`src/opaddr_pkg.sv`:
```
`default_nettype none
package opaddr_pkg;
    // Opcodes of this unit (two-byte forms only); OP_ADD_IDX_A is defined but decodes as illegal
    localparam logic [7:0] OP_ADD_A_IMM   = 8'h01;
    localparam logic [7:0] OP_ADD_A_DIR   = 8'h02;
    localparam logic [7:0] OP_ADD_A_IDX   = 8'h03;
    localparam logic [7:0] OP_ADD_DIR_A   = 8'h04;
    localparam logic [7:0] OP_ADD_IDX_A   = 8'h05;
    localparam logic [7:0] OP_SUB_A_IMM   = 8'h11;
    localparam logic [7:0] OP_SUB_A_DIR   = 8'h12;
    localparam logic [7:0] OP_SUB_A_IDX   = 8'h13;
    localparam logic [7:0] OP_SUB_DIR_A   = 8'h14;
    localparam logic [7:0] OP_XOR_A_IMM   = 8'h31;
    localparam logic [7:0] OP_XOR_A_DIR   = 8'h32;
    localparam logic [7:0] OP_XOR_A_IDX   = 8'h33;
    localparam logic [7:0] OP_XOR_DIR_A   = 8'h34;
    localparam logic [7:0] OP_ADD_SP_IMM  = 8'h38;
    localparam logic [7:0] OP_MVI_LOAD    = 8'h3E;
    localparam logic [7:0] OP_MVI_STORE   = 8'h3F;
    localparam logic [7:0] OP_MOV_DIR_X   = 8'h5A;
    localparam logic [7:0] OP_MOV_A_REG   = 8'h5D;
    localparam logic [7:0] OP_MOV_A_REGX  = 8'h5E;
    localparam logic [7:0] OP_MOV_REG_A   = 8'h60;
    localparam logic [7:0] OP_MOV_REGX_A  = 8'h61;
    localparam logic [7:0] OP_MOV_X_IMM   = 8'h57;
    localparam logic [7:0] OP_MOV_A_IMM   = 8'h50;
    localparam logic [7:0] OP_MOV_A_DIR   = 8'h51;
    localparam logic [7:0] OP_MOV_A_IDX   = 8'h52;
    localparam logic [7:0] OP_MOV_X_DIR   = 8'h58;
    localparam logic [7:0] OP_MOV_DIR_A   = 8'h53;
    localparam logic [7:0] OP_AND_F_IMM   = 8'h70;
    localparam logic [7:0] OP_OR_F_IMM    = 8'h71;

    // Flags register layout
    localparam int           FLAG_BANK_BIT  = 4;
    localparam logic [7:0]   FLAGS_RESET    = 8'h02;
    localparam logic [7:0]   FLAGS_WR_MASK  = 8'h17;
    localparam logic [7:0]   REG_RESET      = 8'h00;

    typedef enum logic [2:0] {
        MODE_SRC_IMM,
        MODE_SRC_DIR,
        MODE_SRC_IDX,
        MODE_DST_DIR,
        MODE_SRC_IND_INC,
        MODE_DST_IND_INC,
        MODE_NONE
    } addr_mode_e;

    typedef enum logic [2:0] {
        TGT_ACC,
        TGT_IDX,
        TGT_SP,
        TGT_FLAGS,
        TGT_MEM
    } target_e;

    typedef enum logic [2:0] {
        ALU_PASS,
        ALU_ADD,
        ALU_SUB,
        ALU_XOR,
        ALU_AND,
        ALU_OR
    } alu_op_e;

    typedef struct packed {
        addr_mode_e mode;
        target_e    tgt;
        alu_op_e    alu;
        logic       reg_space;
        logic       valid;
    } decode_s;

    // One memory request toward RAM or register space
    typedef struct packed {
        logic       rd;
        logic       wr;
        logic       reg_space;
        logic       bank;
        logic [7:0] addr;
        logic [7:0] wdata;
    } mem_req_s;
endpackage
`default_nettype wire

```
`src/operand_addressing_unit.sv`:
```
`default_nettype none
// Summary of operation
// - Immediate mode writes A, F, SP or X
// - Immediate operand is source; opcode names second
// - Every instruction here is opcode plus operand
// - Direct mode reads RAM or register operand
// - Direct/indexed result to A or X
// - Indexed address is operand plus X
// - Destination direct writes memory, register unchanged
// - Indirect load reads pointer, then data to A
// - Pointer incremented after transfer uses old value
// - Indirect modes only with move indirect
// - Indirect store writes A through pointer
// - X register holds the index offset
// - Flags bit 4 selects register bank
module operand_addressing_unit (
    // Clock and reset
    input  wire logic                 clk,
    input  wire logic                 rst_n,
    input  wire logic                 clk_en,
    // Program memory byte stream
    input  wire logic                 prog_valid,
    input  wire logic [7:0]           prog_byte,
    output logic                      prog_ready,
    // Data RAM and register space
    output opaddr_pkg::mem_req_s      mem_req,
    input  wire logic                 mem_ack,
    input  wire logic [7:0]           mem_rdata,
    // Core state seen by the rest of the core
    output logic [7:0]                acc,
    output logic [7:0]                idx,
    output logic [7:0]                stack_pointer,
    output logic [7:0]                flags,
    output logic                      busy,
    output logic                      illegal_op
);
    typedef enum logic [2:0] {
        ST_OPCODE,
        ST_OPERAND,
        ST_READ,
        ST_PTR_DATA,
        ST_WRITE,
        ST_PTR_WB
    } state_e;

    state_e               state_ff, nxt_state;
    logic [7:0]           opcode_ff;
    logic [7:0]           operand_ff;
    logic [7:0]           ptr_ff;
    logic [7:0]           acc_ff, idx_ff, sp_ff, flags_ff;
    logic                 illegal_ff;
    logic                 ready_ff;
    logic                 busy_ff;
    opaddr_pkg::mem_req_s req_ff, nxt_req;

    function automatic opaddr_pkg::decode_s decode(input logic [7:0] op);
        opaddr_pkg::decode_s d;
        d = '{mode: opaddr_pkg::MODE_NONE, tgt: opaddr_pkg::TGT_ACC,
              alu: opaddr_pkg::ALU_PASS, reg_space: 1'b0, valid: 1'b0};
        case (op)
            opaddr_pkg::OP_ADD_A_IMM:  d = '{opaddr_pkg::MODE_SRC_IMM, opaddr_pkg::TGT_ACC,   opaddr_pkg::ALU_ADD,  1'b0, 1'b1};
            opaddr_pkg::OP_SUB_A_IMM:  d = '{opaddr_pkg::MODE_SRC_IMM, opaddr_pkg::TGT_ACC,   opaddr_pkg::ALU_SUB,  1'b0, 1'b1};
            opaddr_pkg::OP_XOR_A_IMM:  d = '{opaddr_pkg::MODE_SRC_IMM, opaddr_pkg::TGT_ACC,   opaddr_pkg::ALU_XOR,  1'b0, 1'b1};
            opaddr_pkg::OP_MOV_A_IMM:  d = '{opaddr_pkg::MODE_SRC_IMM, opaddr_pkg::TGT_ACC,   opaddr_pkg::ALU_PASS, 1'b0, 1'b1};
            opaddr_pkg::OP_MOV_X_IMM:  d = '{opaddr_pkg::MODE_SRC_IMM, opaddr_pkg::TGT_IDX,   opaddr_pkg::ALU_PASS, 1'b0, 1'b1};
            opaddr_pkg::OP_ADD_SP_IMM: d = '{opaddr_pkg::MODE_SRC_IMM, opaddr_pkg::TGT_SP,    opaddr_pkg::ALU_ADD,  1'b0, 1'b1};
            opaddr_pkg::OP_AND_F_IMM:  d = '{opaddr_pkg::MODE_SRC_IMM, opaddr_pkg::TGT_FLAGS, opaddr_pkg::ALU_AND,  1'b0, 1'b1};
            opaddr_pkg::OP_OR_F_IMM:   d = '{opaddr_pkg::MODE_SRC_IMM, opaddr_pkg::TGT_FLAGS, opaddr_pkg::ALU_OR,   1'b0, 1'b1};
            opaddr_pkg::OP_ADD_A_DIR:  d = '{opaddr_pkg::MODE_SRC_DIR, opaddr_pkg::TGT_ACC,   opaddr_pkg::ALU_ADD,  1'b0, 1'b1};
            opaddr_pkg::OP_SUB_A_DIR:  d = '{opaddr_pkg::MODE_SRC_DIR, opaddr_pkg::TGT_ACC,   opaddr_pkg::ALU_SUB,  1'b0, 1'b1};
            opaddr_pkg::OP_XOR_A_DIR:  d = '{opaddr_pkg::MODE_SRC_DIR, opaddr_pkg::TGT_ACC,   opaddr_pkg::ALU_XOR,  1'b0, 1'b1};
            opaddr_pkg::OP_MOV_A_DIR:  d = '{opaddr_pkg::MODE_SRC_DIR, opaddr_pkg::TGT_ACC,   opaddr_pkg::ALU_PASS, 1'b0, 1'b1};
            opaddr_pkg::OP_MOV_X_DIR:  d = '{opaddr_pkg::MODE_SRC_DIR, opaddr_pkg::TGT_IDX,   opaddr_pkg::ALU_PASS, 1'b0, 1'b1};
            opaddr_pkg::OP_MOV_A_REG:  d = '{opaddr_pkg::MODE_SRC_DIR, opaddr_pkg::TGT_ACC,   opaddr_pkg::ALU_PASS, 1'b1, 1'b1};
            opaddr_pkg::OP_ADD_A_IDX:  d = '{opaddr_pkg::MODE_SRC_IDX, opaddr_pkg::TGT_ACC,   opaddr_pkg::ALU_ADD,  1'b0, 1'b1};
            opaddr_pkg::OP_SUB_A_IDX:  d = '{opaddr_pkg::MODE_SRC_IDX, opaddr_pkg::TGT_ACC,   opaddr_pkg::ALU_SUB,  1'b0, 1'b1};
            opaddr_pkg::OP_XOR_A_IDX:  d = '{opaddr_pkg::MODE_SRC_IDX, opaddr_pkg::TGT_ACC,   opaddr_pkg::ALU_XOR,  1'b0, 1'b1};
            opaddr_pkg::OP_MOV_A_IDX:  d = '{opaddr_pkg::MODE_SRC_IDX, opaddr_pkg::TGT_ACC,   opaddr_pkg::ALU_PASS, 1'b0, 1'b1};
            opaddr_pkg::OP_MOV_A_REGX: d = '{opaddr_pkg::MODE_SRC_IDX, opaddr_pkg::TGT_ACC,   opaddr_pkg::ALU_PASS, 1'b1, 1'b1};
            opaddr_pkg::OP_ADD_DIR_A:  d = '{opaddr_pkg::MODE_DST_DIR, opaddr_pkg::TGT_ACC,   opaddr_pkg::ALU_ADD,  1'b0, 1'b1};
            opaddr_pkg::OP_SUB_DIR_A:  d = '{opaddr_pkg::MODE_DST_DIR, opaddr_pkg::TGT_ACC,   opaddr_pkg::ALU_SUB,  1'b0, 1'b1};
            opaddr_pkg::OP_XOR_DIR_A:  d = '{opaddr_pkg::MODE_DST_DIR, opaddr_pkg::TGT_ACC,   opaddr_pkg::ALU_XOR,  1'b0, 1'b1};
            opaddr_pkg::OP_MOV_DIR_A:  d = '{opaddr_pkg::MODE_DST_DIR, opaddr_pkg::TGT_ACC,   opaddr_pkg::ALU_PASS, 1'b0, 1'b1};
            opaddr_pkg::OP_MOV_DIR_X:  d = '{opaddr_pkg::MODE_DST_DIR, opaddr_pkg::TGT_IDX,   opaddr_pkg::ALU_PASS, 1'b0, 1'b1};
            opaddr_pkg::OP_MOV_REG_A:  d = '{opaddr_pkg::MODE_DST_DIR, opaddr_pkg::TGT_ACC,   opaddr_pkg::ALU_PASS, 1'b1, 1'b1};
            opaddr_pkg::OP_MOV_REGX_A: d = '{opaddr_pkg::MODE_DST_DIR, opaddr_pkg::TGT_ACC,   opaddr_pkg::ALU_PASS, 1'b1, 1'b1};
            // Only the move-indirect opcodes reach the pointer modes
            opaddr_pkg::OP_MVI_LOAD:   d = '{opaddr_pkg::MODE_SRC_IND_INC, opaddr_pkg::TGT_ACC, opaddr_pkg::ALU_PASS, 1'b0, 1'b1};
            opaddr_pkg::OP_MVI_STORE:  d = '{opaddr_pkg::MODE_DST_IND_INC, opaddr_pkg::TGT_MEM, opaddr_pkg::ALU_PASS, 1'b0, 1'b1};
            default:                   d.valid = 1'b0;
        endcase
        return d;
    endfunction

    function automatic logic [7:0] alu(input opaddr_pkg::alu_op_e op, input logic [7:0] a, input logic [7:0] b);
        case (op)
            opaddr_pkg::ALU_ADD: alu = 8'(a + b);
            opaddr_pkg::ALU_SUB: alu = 8'(a - b);
            opaddr_pkg::ALU_XOR: alu = a ^ b;
            opaddr_pkg::ALU_AND: alu = a & b;
            opaddr_pkg::ALU_OR:  alu = a | b;
            default:             alu = b;
        endcase
    endfunction

    opaddr_pkg::decode_s dec;
    logic [7:0]          reg_sel;
    logic [7:0]          idx_addr;
    logic [7:0]          imm_result;
    logic [7:0]          src_result;
    logic [7:0]          dst_result;
    logic [7:0]          ptr_inc;
    logic                is_indexed_op;
    logic                bank;

    assign dec           = decode(opcode_ff);
    // Second source / destination register named by the opcode
    assign reg_sel       = (dec.tgt == opaddr_pkg::TGT_IDX)   ? idx_ff :
                           (dec.tgt == opaddr_pkg::TGT_SP)    ? sp_ff  :
                           (dec.tgt == opaddr_pkg::TGT_FLAGS) ? flags_ff : acc_ff;
    assign is_indexed_op = (dec.mode == opaddr_pkg::MODE_SRC_IDX) || (opcode_ff == opaddr_pkg::OP_ADD_IDX_A)
                           || (opcode_ff == opaddr_pkg::OP_MOV_REGX_A);
    assign idx_addr      = 8'(operand_ff + idx_ff);
    assign imm_result    = alu(dec.alu, reg_sel, operand_ff);
    assign src_result    = alu(dec.alu, reg_sel, mem_rdata);
    assign dst_result    = alu(dec.alu, mem_rdata, reg_sel);
    assign ptr_inc       = 8'(ptr_ff + 8'h01);
    assign bank          = flags_ff[opaddr_pkg::FLAG_BANK_BIT];

    always_comb begin
        nxt_state = state_ff;
        nxt_req   = req_ff;
        case (state_ff)
            ST_OPCODE: begin
                if (prog_valid) begin
                    nxt_state = ST_OPERAND;
                end
            end
            ST_OPERAND: begin
                if (prog_valid) begin
                    nxt_state     = ST_READ;
                    nxt_req       = '0;
                    nxt_req.rd    = 1'b1;
                    nxt_req.bank  = bank;
                    nxt_req.reg_space = dec.reg_space;
                    nxt_req.addr  = is_indexed_op ? 8'(prog_byte + idx_ff) : prog_byte;
                    if (!dec.valid || dec.mode == opaddr_pkg::MODE_SRC_IMM) begin
                        nxt_state = ST_OPCODE;
                        nxt_req   = '0;
                    end else if (dec.mode == opaddr_pkg::MODE_DST_DIR && dec.alu == opaddr_pkg::ALU_PASS) begin
                        // Plain moves skip the read of the destination
                        nxt_state    = ST_OPCODE;
                        nxt_req.rd   = 1'b0;
                        nxt_req.wr   = 1'b1;
                        nxt_req.wdata = reg_sel;
                        nxt_state    = ST_WRITE;
                    end
                end
            end
            ST_READ: begin
                if (mem_ack) begin
                    nxt_req.rd = 1'b0;
                    case (dec.mode)
                        opaddr_pkg::MODE_DST_DIR: begin
                            nxt_state     = ST_WRITE;
                            nxt_req.wr    = 1'b1;
                            nxt_req.wdata = dst_result;
                        end
                        opaddr_pkg::MODE_SRC_IND_INC: begin
                            nxt_state     = ST_PTR_DATA;
                            nxt_req.rd    = 1'b1;
                            nxt_req.reg_space = 1'b0;
                            nxt_req.addr  = mem_rdata;
                        end
                        opaddr_pkg::MODE_DST_IND_INC: begin
                            nxt_state     = ST_PTR_DATA;
                            nxt_req.wr    = 1'b1;
                            nxt_req.reg_space = 1'b0;
                            nxt_req.addr  = mem_rdata;
                            nxt_req.wdata = acc_ff;
                        end
                        default: nxt_state = ST_OPCODE;
                    endcase
                end
            end
            ST_PTR_DATA: begin
                if (mem_ack) begin
                    // Pointer bumped only after the data move used its old value
                    nxt_state     = ST_PTR_WB;
                    nxt_req.rd    = 1'b0;
                    nxt_req.wr    = 1'b1;
                    nxt_req.addr  = operand_ff;
                    nxt_req.wdata = ptr_inc;
                end
            end
            ST_WRITE, ST_PTR_WB: begin
                if (mem_ack) begin
                    nxt_state = ST_OPCODE;
                    nxt_req   = '0;
                end
            end
            default: nxt_state = ST_OPCODE;
        endcase
    end

    always_ff @(posedge clk) begin
        if (!rst_n) begin
            state_ff   <= ST_OPCODE;
            req_ff     <= '0;
            opcode_ff  <= opaddr_pkg::REG_RESET;
            operand_ff <= opaddr_pkg::REG_RESET;
            ptr_ff     <= opaddr_pkg::REG_RESET;
            illegal_ff <= 1'b0;
            ready_ff   <= 1'b1;
            busy_ff    <= 1'b0;
        end else if (clk_en) begin
            state_ff <= nxt_state;
            req_ff   <= nxt_req;
            // Status outputs registered from the next state, so they track state_ff exactly
            ready_ff <= (nxt_state == ST_OPCODE) || (nxt_state == ST_OPERAND);
            busy_ff  <= (nxt_state != ST_OPCODE);
            if (state_ff == ST_OPCODE && prog_valid) begin
                opcode_ff <= prog_byte;
            end
            if (state_ff == ST_OPERAND && prog_valid) begin
                operand_ff <= prog_byte;
                illegal_ff <= !dec.valid;
            end
            if (state_ff == ST_READ && mem_ack) begin
                ptr_ff <= mem_rdata;
            end
        end
    end

    // Architectural registers
    always_ff @(posedge clk) begin
        if (!rst_n) begin
            acc_ff   <= opaddr_pkg::REG_RESET;
            idx_ff   <= opaddr_pkg::REG_RESET;
            sp_ff    <= opaddr_pkg::REG_RESET;
            flags_ff <= opaddr_pkg::FLAGS_RESET;
        end else if (clk_en) begin
            if (state_ff == ST_OPERAND && prog_valid && dec.valid && dec.mode == opaddr_pkg::MODE_SRC_IMM) begin
                case (dec.tgt)
                    opaddr_pkg::TGT_IDX:   idx_ff <= alu(dec.alu, reg_sel, prog_byte);
                    opaddr_pkg::TGT_SP:    sp_ff  <= alu(dec.alu, reg_sel, prog_byte);
                    opaddr_pkg::TGT_FLAGS: flags_ff <= alu(dec.alu, reg_sel, prog_byte) & opaddr_pkg::FLAGS_WR_MASK;
                    default:               acc_ff <= alu(dec.alu, reg_sel, prog_byte);
                endcase
            end
            if (state_ff == ST_READ && mem_ack
                && (dec.mode == opaddr_pkg::MODE_SRC_DIR || dec.mode == opaddr_pkg::MODE_SRC_IDX)) begin
                if (dec.tgt == opaddr_pkg::TGT_IDX) begin
                    idx_ff <= src_result;
                end else begin
                    acc_ff <= src_result;
                end
            end
            if (state_ff == ST_PTR_DATA && mem_ack && dec.mode == opaddr_pkg::MODE_SRC_IND_INC) begin
                acc_ff <= mem_rdata;
            end
        end
    end

    assign prog_ready    = ready_ff;
    assign mem_req       = req_ff;
    assign acc           = acc_ff;
    assign idx           = idx_ff;
    assign stack_pointer = sp_ff;
    assign flags         = flags_ff;
    assign busy          = busy_ff;
    assign illegal_op    = illegal_ff;
endmodule
`default_nettype wire

```
`config.mk`:
```
export PLATFORM = sky130hd
export DESIGN_NAME = operand_addressing_unit
export DESIGN_NICKNAME = d
export VERILOG_FILES = /design/src/opaddr_pkg.sv /design/src/operand_addressing_unit.sv
export SDC_FILE = /design/constraint.sdc
export NUM_CORES = 1
export LEC_CHECK = 0
export ABC_AREA = 0
export BUFFER_PORTS_ARGS = -buffer_cell sky130_fd_sc_hd__clkbuf_2
export CAP_MARGIN = 20
export CELL_PAD_IN_SITES_DETAIL_PLACEMENT = 1
export CELL_PAD_IN_SITES_GLOBAL_PLACEMENT = 1
export CORE_ASPECT_RATIO = 1.2
export CORE_MARGIN = 3
export CORE_UTILIZATION = 44
export CTS_CLUSTER_DIAMETER = 80
export DETAILED_ROUTE_END_ITERATION = 10
export PLACE_DENSITY = 0.81
export SETUP_SLACK_MARGIN = 0.4
export SYNTH_ARGS = -nofsm -noshare
export SYNTH_HDL_FRONTEND = slang
export SYNTH_SLANG_ARGS = --single-unit
```
`constraint.sdc`:
```
create_clock -name clk -period 5.2 [get_ports clk]
set_input_delay 1.04 -clock clk [delete_from_list [all_inputs] [get_ports clk]]
set_output_delay 1.04 -clock clk [all_outputs]
set_load 0.01 [all_outputs]
```
==> results of run 1 <==
-- flip-flops by register name, indices dropped and copies added (netlist names) --
register	count
acc	8
busy	1
flags	4
idx	8
illegal_op	1
mem_req	20
opcode_ff	8
operand_ff	8
prog_ready	1
ptr_ff	8
stack_pointer	8
state_ff	3
-- path summary, 6_finish.rpt --
| path | depth (start not counted) | slack [ps] | to |
|---|---|---|---|
| min | 2 | 460 | operand_ff[7] |
| max | 15 | 660 | mem_req[7] |
| max reg2reg | 15 | 660 | mem_req[7] |
| min reg2reg | 2 | 460 | operand_ff[7] |
-- worst min-delay path, delay by kind of cell, from the launching register on --
kind	cells	cell delay (ps)
simple gates	1	50
flops	1	310
compound gates	1	50
-- per-layer routing --
metal  routed length, µm  vias up  share of wire [%]  global-route usage [%]
li1                    -     3654                  -                       -
met1               12200     3925                 40                    42.9
met2               14500      390                 47                    55.1
met3                2240      108                7.2                    5.24
met4                1960        0                6.3                    20.1
met5                   0        -                  0                       0
-- power by group --
part	switching [µW]	leakage, µW	internal (µW)
Combinational	277	0.00262	135
Clock	278	0.000149	387
Sequential	21.0	0.000633	616
Total	575	0.00340	1140
-- cell type report --
cell class | count | area (µm²) | share of cell area, %
clock buffer | 10 | 239 | 2.92
clock inverter | 6 | 68.8 | 0.841
inverter | 53 | 199 | 2.43
multi-input combinational | 793 | 5240 | 64.0
sequential | 78 | 1560 | 19.1
tap | 208 | 260 | 3.18
timing repair buffer | 106 | 618 | 7.55
-- kinds of logic after synthesis --
family | Yosys count | synth area share (%)
AOI/OAI and AO/OA | 307 | 27.0
xor gates and xnor gates | 36 | 4.43
adders and majority gates | 71 | 12.7
buffers and inverters | 118 | 7.02
DFF | 78 | 21.4
muxes | 29 | 4.02
other | 1 | 0.0515
and+or+nand+nor | 346 | 23.4
-- metrics by stage --
| step | util (%) | hold WS (ps) | power (µW) |
|---|---|---|---|
| after floorplan | - | 436 | 902 |
| after global placement | 49.5 | 445 | 1040 |
| after detailed placement | 49.5 | 447 | 1050 |
| after CTS | 51.5 | 455 | 1710 |
| after global routing | 51.5 | 496 | 1780 |
| final | 51.5 | 458 | 1710 |
-- cell usage in the layout, fill, tap and decap left out, types with 35 or more instances in the layout --
cell type and instances:
dfxtp_1 77, clkbuf_2 71, nand2_1 82, ha_1 66
buf_4 35, a21oi_1 99, o21ai_0 60, nand3_1 36
nor2_1 110, inv_1 53
==> impl_results.md, run 1 <==
- IO buf count: 71
- Pin count of the biggest net entering global routing: 41
- Crit Path Class: flop to flop
- Initial drt markers: 806
- Synth Flop Type: dfxtp_1
- RSZ-0062 raised after global routing: false
- Worst slew pin tran: 1040 ps
- Final Hold Fails: 0
- Clock latency at the later pin of the worst-skew pair: 360 ps
- Slowest CP cell: or3_1
- Total CTS buffers: 9
- Pleak: 0.00340 µW
- DP HPWL: 24.1 mm
- Critical Path RT: 5400 ps
- Crit. Startpoint: opcode_ff[7]
- DR vias: 8077
- Drt first pass iters: 5
- Crit Reg-Reg Startpoint: opcode_ff[7]
- Root Buffer Master: clkbuf_16
- Fmax: 220 MHz
- Slowest stage delay, CP: 540 ps
- Mapped Cells: 986
- WP buf/inv: 1
- Most common cell in the synthesized netlist: nor2_1
- DP Area: 0.00787 mm²
- DRT antenna net count: 0
- Fillers: 2051
- All-layer global routing usage: 34.2%
- Die ar.: 0.0181 mm²
- Post-CTS Setup Inserts: 0
- Hold-fix buffers at CTS: 0
- Synth cell count leaders: nor2_1 (110), a21oi_1 (99), nand2_1 (82), dfxtp_1 (78), ha_1 (66)
- Final #Nets: 1133
- Core area: 0.0159 mm²
- VDD IR max: 0.000152 V
- GPL Wtd Cong: 0.980
- Synth Warn #: 0
- Critical path launch point type: flop
- Cell taking the most area after synthesis: dfxtp_1
- Initial antenna violation count: 0
- Clk buf depth: 2
- N_diodes: 0
- Initial core utilization: 45.9%
- Remaining routing DRC violations: 0
- Syn Area/Cell: 7.39 µm²
- Pwr dens: 209 mW/mm²
- Crit-path cells: or3_1 -> or3_1 -> o22ai_1 -> a21oi_1 -> mux2i_1 -> inv_1 -> ha_1 -> nor2b_1 -> o311ai_1 -> a221oi_1 -> o311ai_1 -> mux2i_1 -> o211ai_1 -> o211ai_1 -> a31oi_1
- Fin. max-slew vios: 0
- Status: completed
- GRT overflow: 0
- Final WS setup: 661 ps
- Reg clk slew, reported paths: 60 ps
- Max_cap viols: 0
- Row count: 50
- DIE WIDTH: 123 µm
- Crit Path Max Fanout: 9
- First-pass GRT wire length: 47.4 mm
- Worst endpoint data arrival time: 4740 ps
- Vias per inst: 6.44
- Post-synth EDFFs: 0
- I/O Pins: 76
- Final period util: 87.3%
- CTS sink count: 78
- Hold Crit Start: operand_ff[7]
- Mapped Area: 0.00729 mm²
- CP Capture Type: flop
- Final wirelength: 30.9 mm
- Placed Cells: 1238
- Fin crit period: 4540 ps
- Yosys reg bits: 78
- Dominant cells by area after synthesis: dfxtp_1 (21%), ha_1 (11%), a21oi_1 (6.8%)
- Post_cts resized: 0
- Distinct cells, synth: 83
- Skew final: 10.6 ps
- TritonCTS clock tree: built
- Area growth, synth to finish: 12.3%
- Share of cells above drive strength 1: 14.1%
- Largest delay share family, worst path: compound AO/OA/AOI/OAI gates
- Vias in the first global route: 7968
- Fin Setup TNS: 0 ps
- Wire per inst: 24.7 µm
- Area share of the largest cell type after synthesis: 21.4%
- Sequential-to-total area share from yosys stat: 21.4%
- Die Ht: 147 µm
- Dpl ws: 510 ps
- Synth async-reset ratio: 0%
- Post-Layout Inst Area: 0.00818 mm²
- Final Setup Violations: 0
- Worst slew margin: 30.1%
- H-tree depth: 3
- Worst min-delay path category: flop to flop
- Final std cells w/o fill: 1254
(Power assumes the default switching activity.)
==> inputs of run 2 (changes only) <==
- CELL_PAD_IN_SITES_GLOBAL_PLACEMENT: 1 -> 2
- CORE_UTILIZATION: 44 -> 35
- PLACE_DENSITY: 0.81 -> 0.82
==> run 2 against run 1 <==
  * Sequential share of layout area decreased by 0.23 points
  * Cell area up 1.1%
  * Final cell count up 4.9%
  * First-iteration DRC count decreased by 14%
  * Setup slack improved by 100 ps
  * Fmax is 2.3% higher
  * Clock power rose by 1%
  * Critical endpoint is now acc[6]
  * Global-route usage is 5.6 points lower
  * Clock skew fell by 1.0 ps
  * Clock-buffer cell count down 1
==> impl_results.md, run 2 (same netlist as run 1, synthesis figures left out) <==
- TritonCTS clock tree: built
- H-tree depth: 3
- Final period util: 85.4%
- Vias per inst: 6.05
- Skew final: 9.60 ps
- Reg clk slew, reported paths: 70 ps
- Final Setup Violations: 0
- DRT antenna net count: 0
- Area of the multi-input gates: 0.00523 mm²
- Pwr dens: 208 mW/mm²
- RSZ-0062 raised after global routing: false
- DIE WIDTH: 138 µm
- Critical path launch point type: flop
- Power share of the combinational group: 24.4%
- Die Ht: 164 µm
- Pin count of the biggest net entering global routing: 36
- GRT overflow: 0
- Pleak: 0.00341 µW
- Core area: 0.0203 mm²
- Status: completed
- Seq. cell area: 0.00156 mm²
- Row count: 57
- Critical Path RT: 5470 ps
- Vias in the first global route: 7887
- Final wirelength: 32.5 mm
- Remaining routing DRC violations: 0
- DR vias: 7955
- Root Buffer Master: clkbuf_16
- Worst min-delay path category: flop to flop
- Fin. max-slew vios: 0
- Worst endpoint data arrival time: 4710 ps
- Final #Nets: 1137
- CP Capture Type: flop
- Initial core utilization: 35.9%
- VDD IR max: 0.000142 V
- WHS Path Cells: 2
- Area growth, synth to finish: 13.6%
- Drt first pass iters: 5
- Wire per inst: 24.7 µm
- Crit Path Max Fanout: 16
- Pint: 1130 µW
- GPL Wtd Cong: 0.949
- Fillers: 2584
- Commonest non-fill, non-tap cell in the layout: nor2_1
- Worst slew pin tran: 983 ps
- Fin crit period: 4440 ps
- Total power draw: 1720 µW
- Worst slew margin: 34.0%
- Hold-fix buffers at CTS: 0
- Clk buf depth: 2
- Die ar.: 0.0226 mm²
- Clock latency at the later pin of the worst-skew pair: 350 ps
- Reg2Reg Depth: 16
- Initial drt markers: 695
- N_diodes: 0
- All-layer global routing usage: 28.7%
- IO buf count: 71
- Fin Setup TNS: 0 ps
- Clock power frac: 39.0%
- Total CTS buffers: 9
- Max reg flops: 20
- Max_cap viols: 0
- First-pass GRT wire length: 48.4 mm
- DP HPWL: 25.3 mm
- Sw power: 595 µW
- Final Hold Fails: 0
- Initial antenna violation count: 0
- CTS sink count: 78
- I/O Pins: 76
- Crit Path Class: flop to flop
- Fmax: 225 MHz
- Share of cells above drive strength 1: 14.4%
- Sw frac: 34.5%
- Most frequent cells in the layout: nor2_1 (109), a21oi_1 (99), nand2_1 (82), dfxtp_1 (78), clkbuf_2 (71)
- Sequential share of power: 36.6%
[run 2: layer usage]
metal | GRT usage [%] | share of wire, % | vias up
li1 | - | - | 3672
met1 | 35.0 | 40 | 3856
met2 | 47.6 | 47 | 322
met3 | 3.83 | 6.0 | 105
met4 | 17.2 | 6.5 | 0
met5 | 0 | 0 | -
[run 2: worst max-delay path, cell delays in order (launching register included)]
cell,delay (ps)
dfxtp_1,310
buf_4,190
nor3_1,520
nand4_1,290
nor2_2,440
buf_4,230
nor2_1,50
xnor2_1,120
ha_1,320
nor2b_1,180
o21ai_0,110
a21boi_0,320
mux2i_1,230
nor4_1,80
a211oi_1,590
mux2i_1,170
o221ai_1,200
[run 2: path summary, 6_finish.rpt]
path,end,start,slack [ps]
hold / removal,operand_ff[3],operand_ff[3],460
setup / recovery,acc[6],opcode_ff[3],760
hold reg to reg,operand_ff[3],operand_ff[3],460
setup reg to reg,acc[6],opcode_ff[3],760
[run 2: repair_timing]
item,in CTS,in global routing
gates resized for setup,0,3
buffers inserted,0,0
endpoints found under the setup margin,0,8
[run 2: layout make-up]
type	instances	share of cell area, %
clock buffers	9	2.72
flip-flops and latches	78	18.9
repair buffers	110	7.83
multi-input cells	793	63.2
well taps	265	4.01
clock inverters	7	0.952
inverters	53	2.40
[run 2: power by group through the flow]
stage / logic, µW / clock network, µW / registers (µW)
2_1_floorplan: 257 / 0 / 644
5_1_grt: 456 / 707 / 633
3_5_place_dp: 413 / 0 / 645
6_report: 420 / 672 / 632
3_3_place_gp: 407 / 0 / 644
4_1_cts: 415 / 683 / 631
[run 2: metrics by stage]
step / hold WS (ps) / setup WS, ps / instance area, µm² / std cells / utilization (%)
finish: 461 / 761 / 8280 / 1315 / 40.7
global route: 493 / 501 / 8280 / 1315 / 40.7
CTS: 464 / 542 / 8280 / 1315 / 40.7
detailed placement: 455 / 583 / 7970 / 1299 / 39.2
global placement: 444 / 673 / 7970 / 1299 / 39.2
floorplan: 436 / 1210 / 7300 / 989 / -
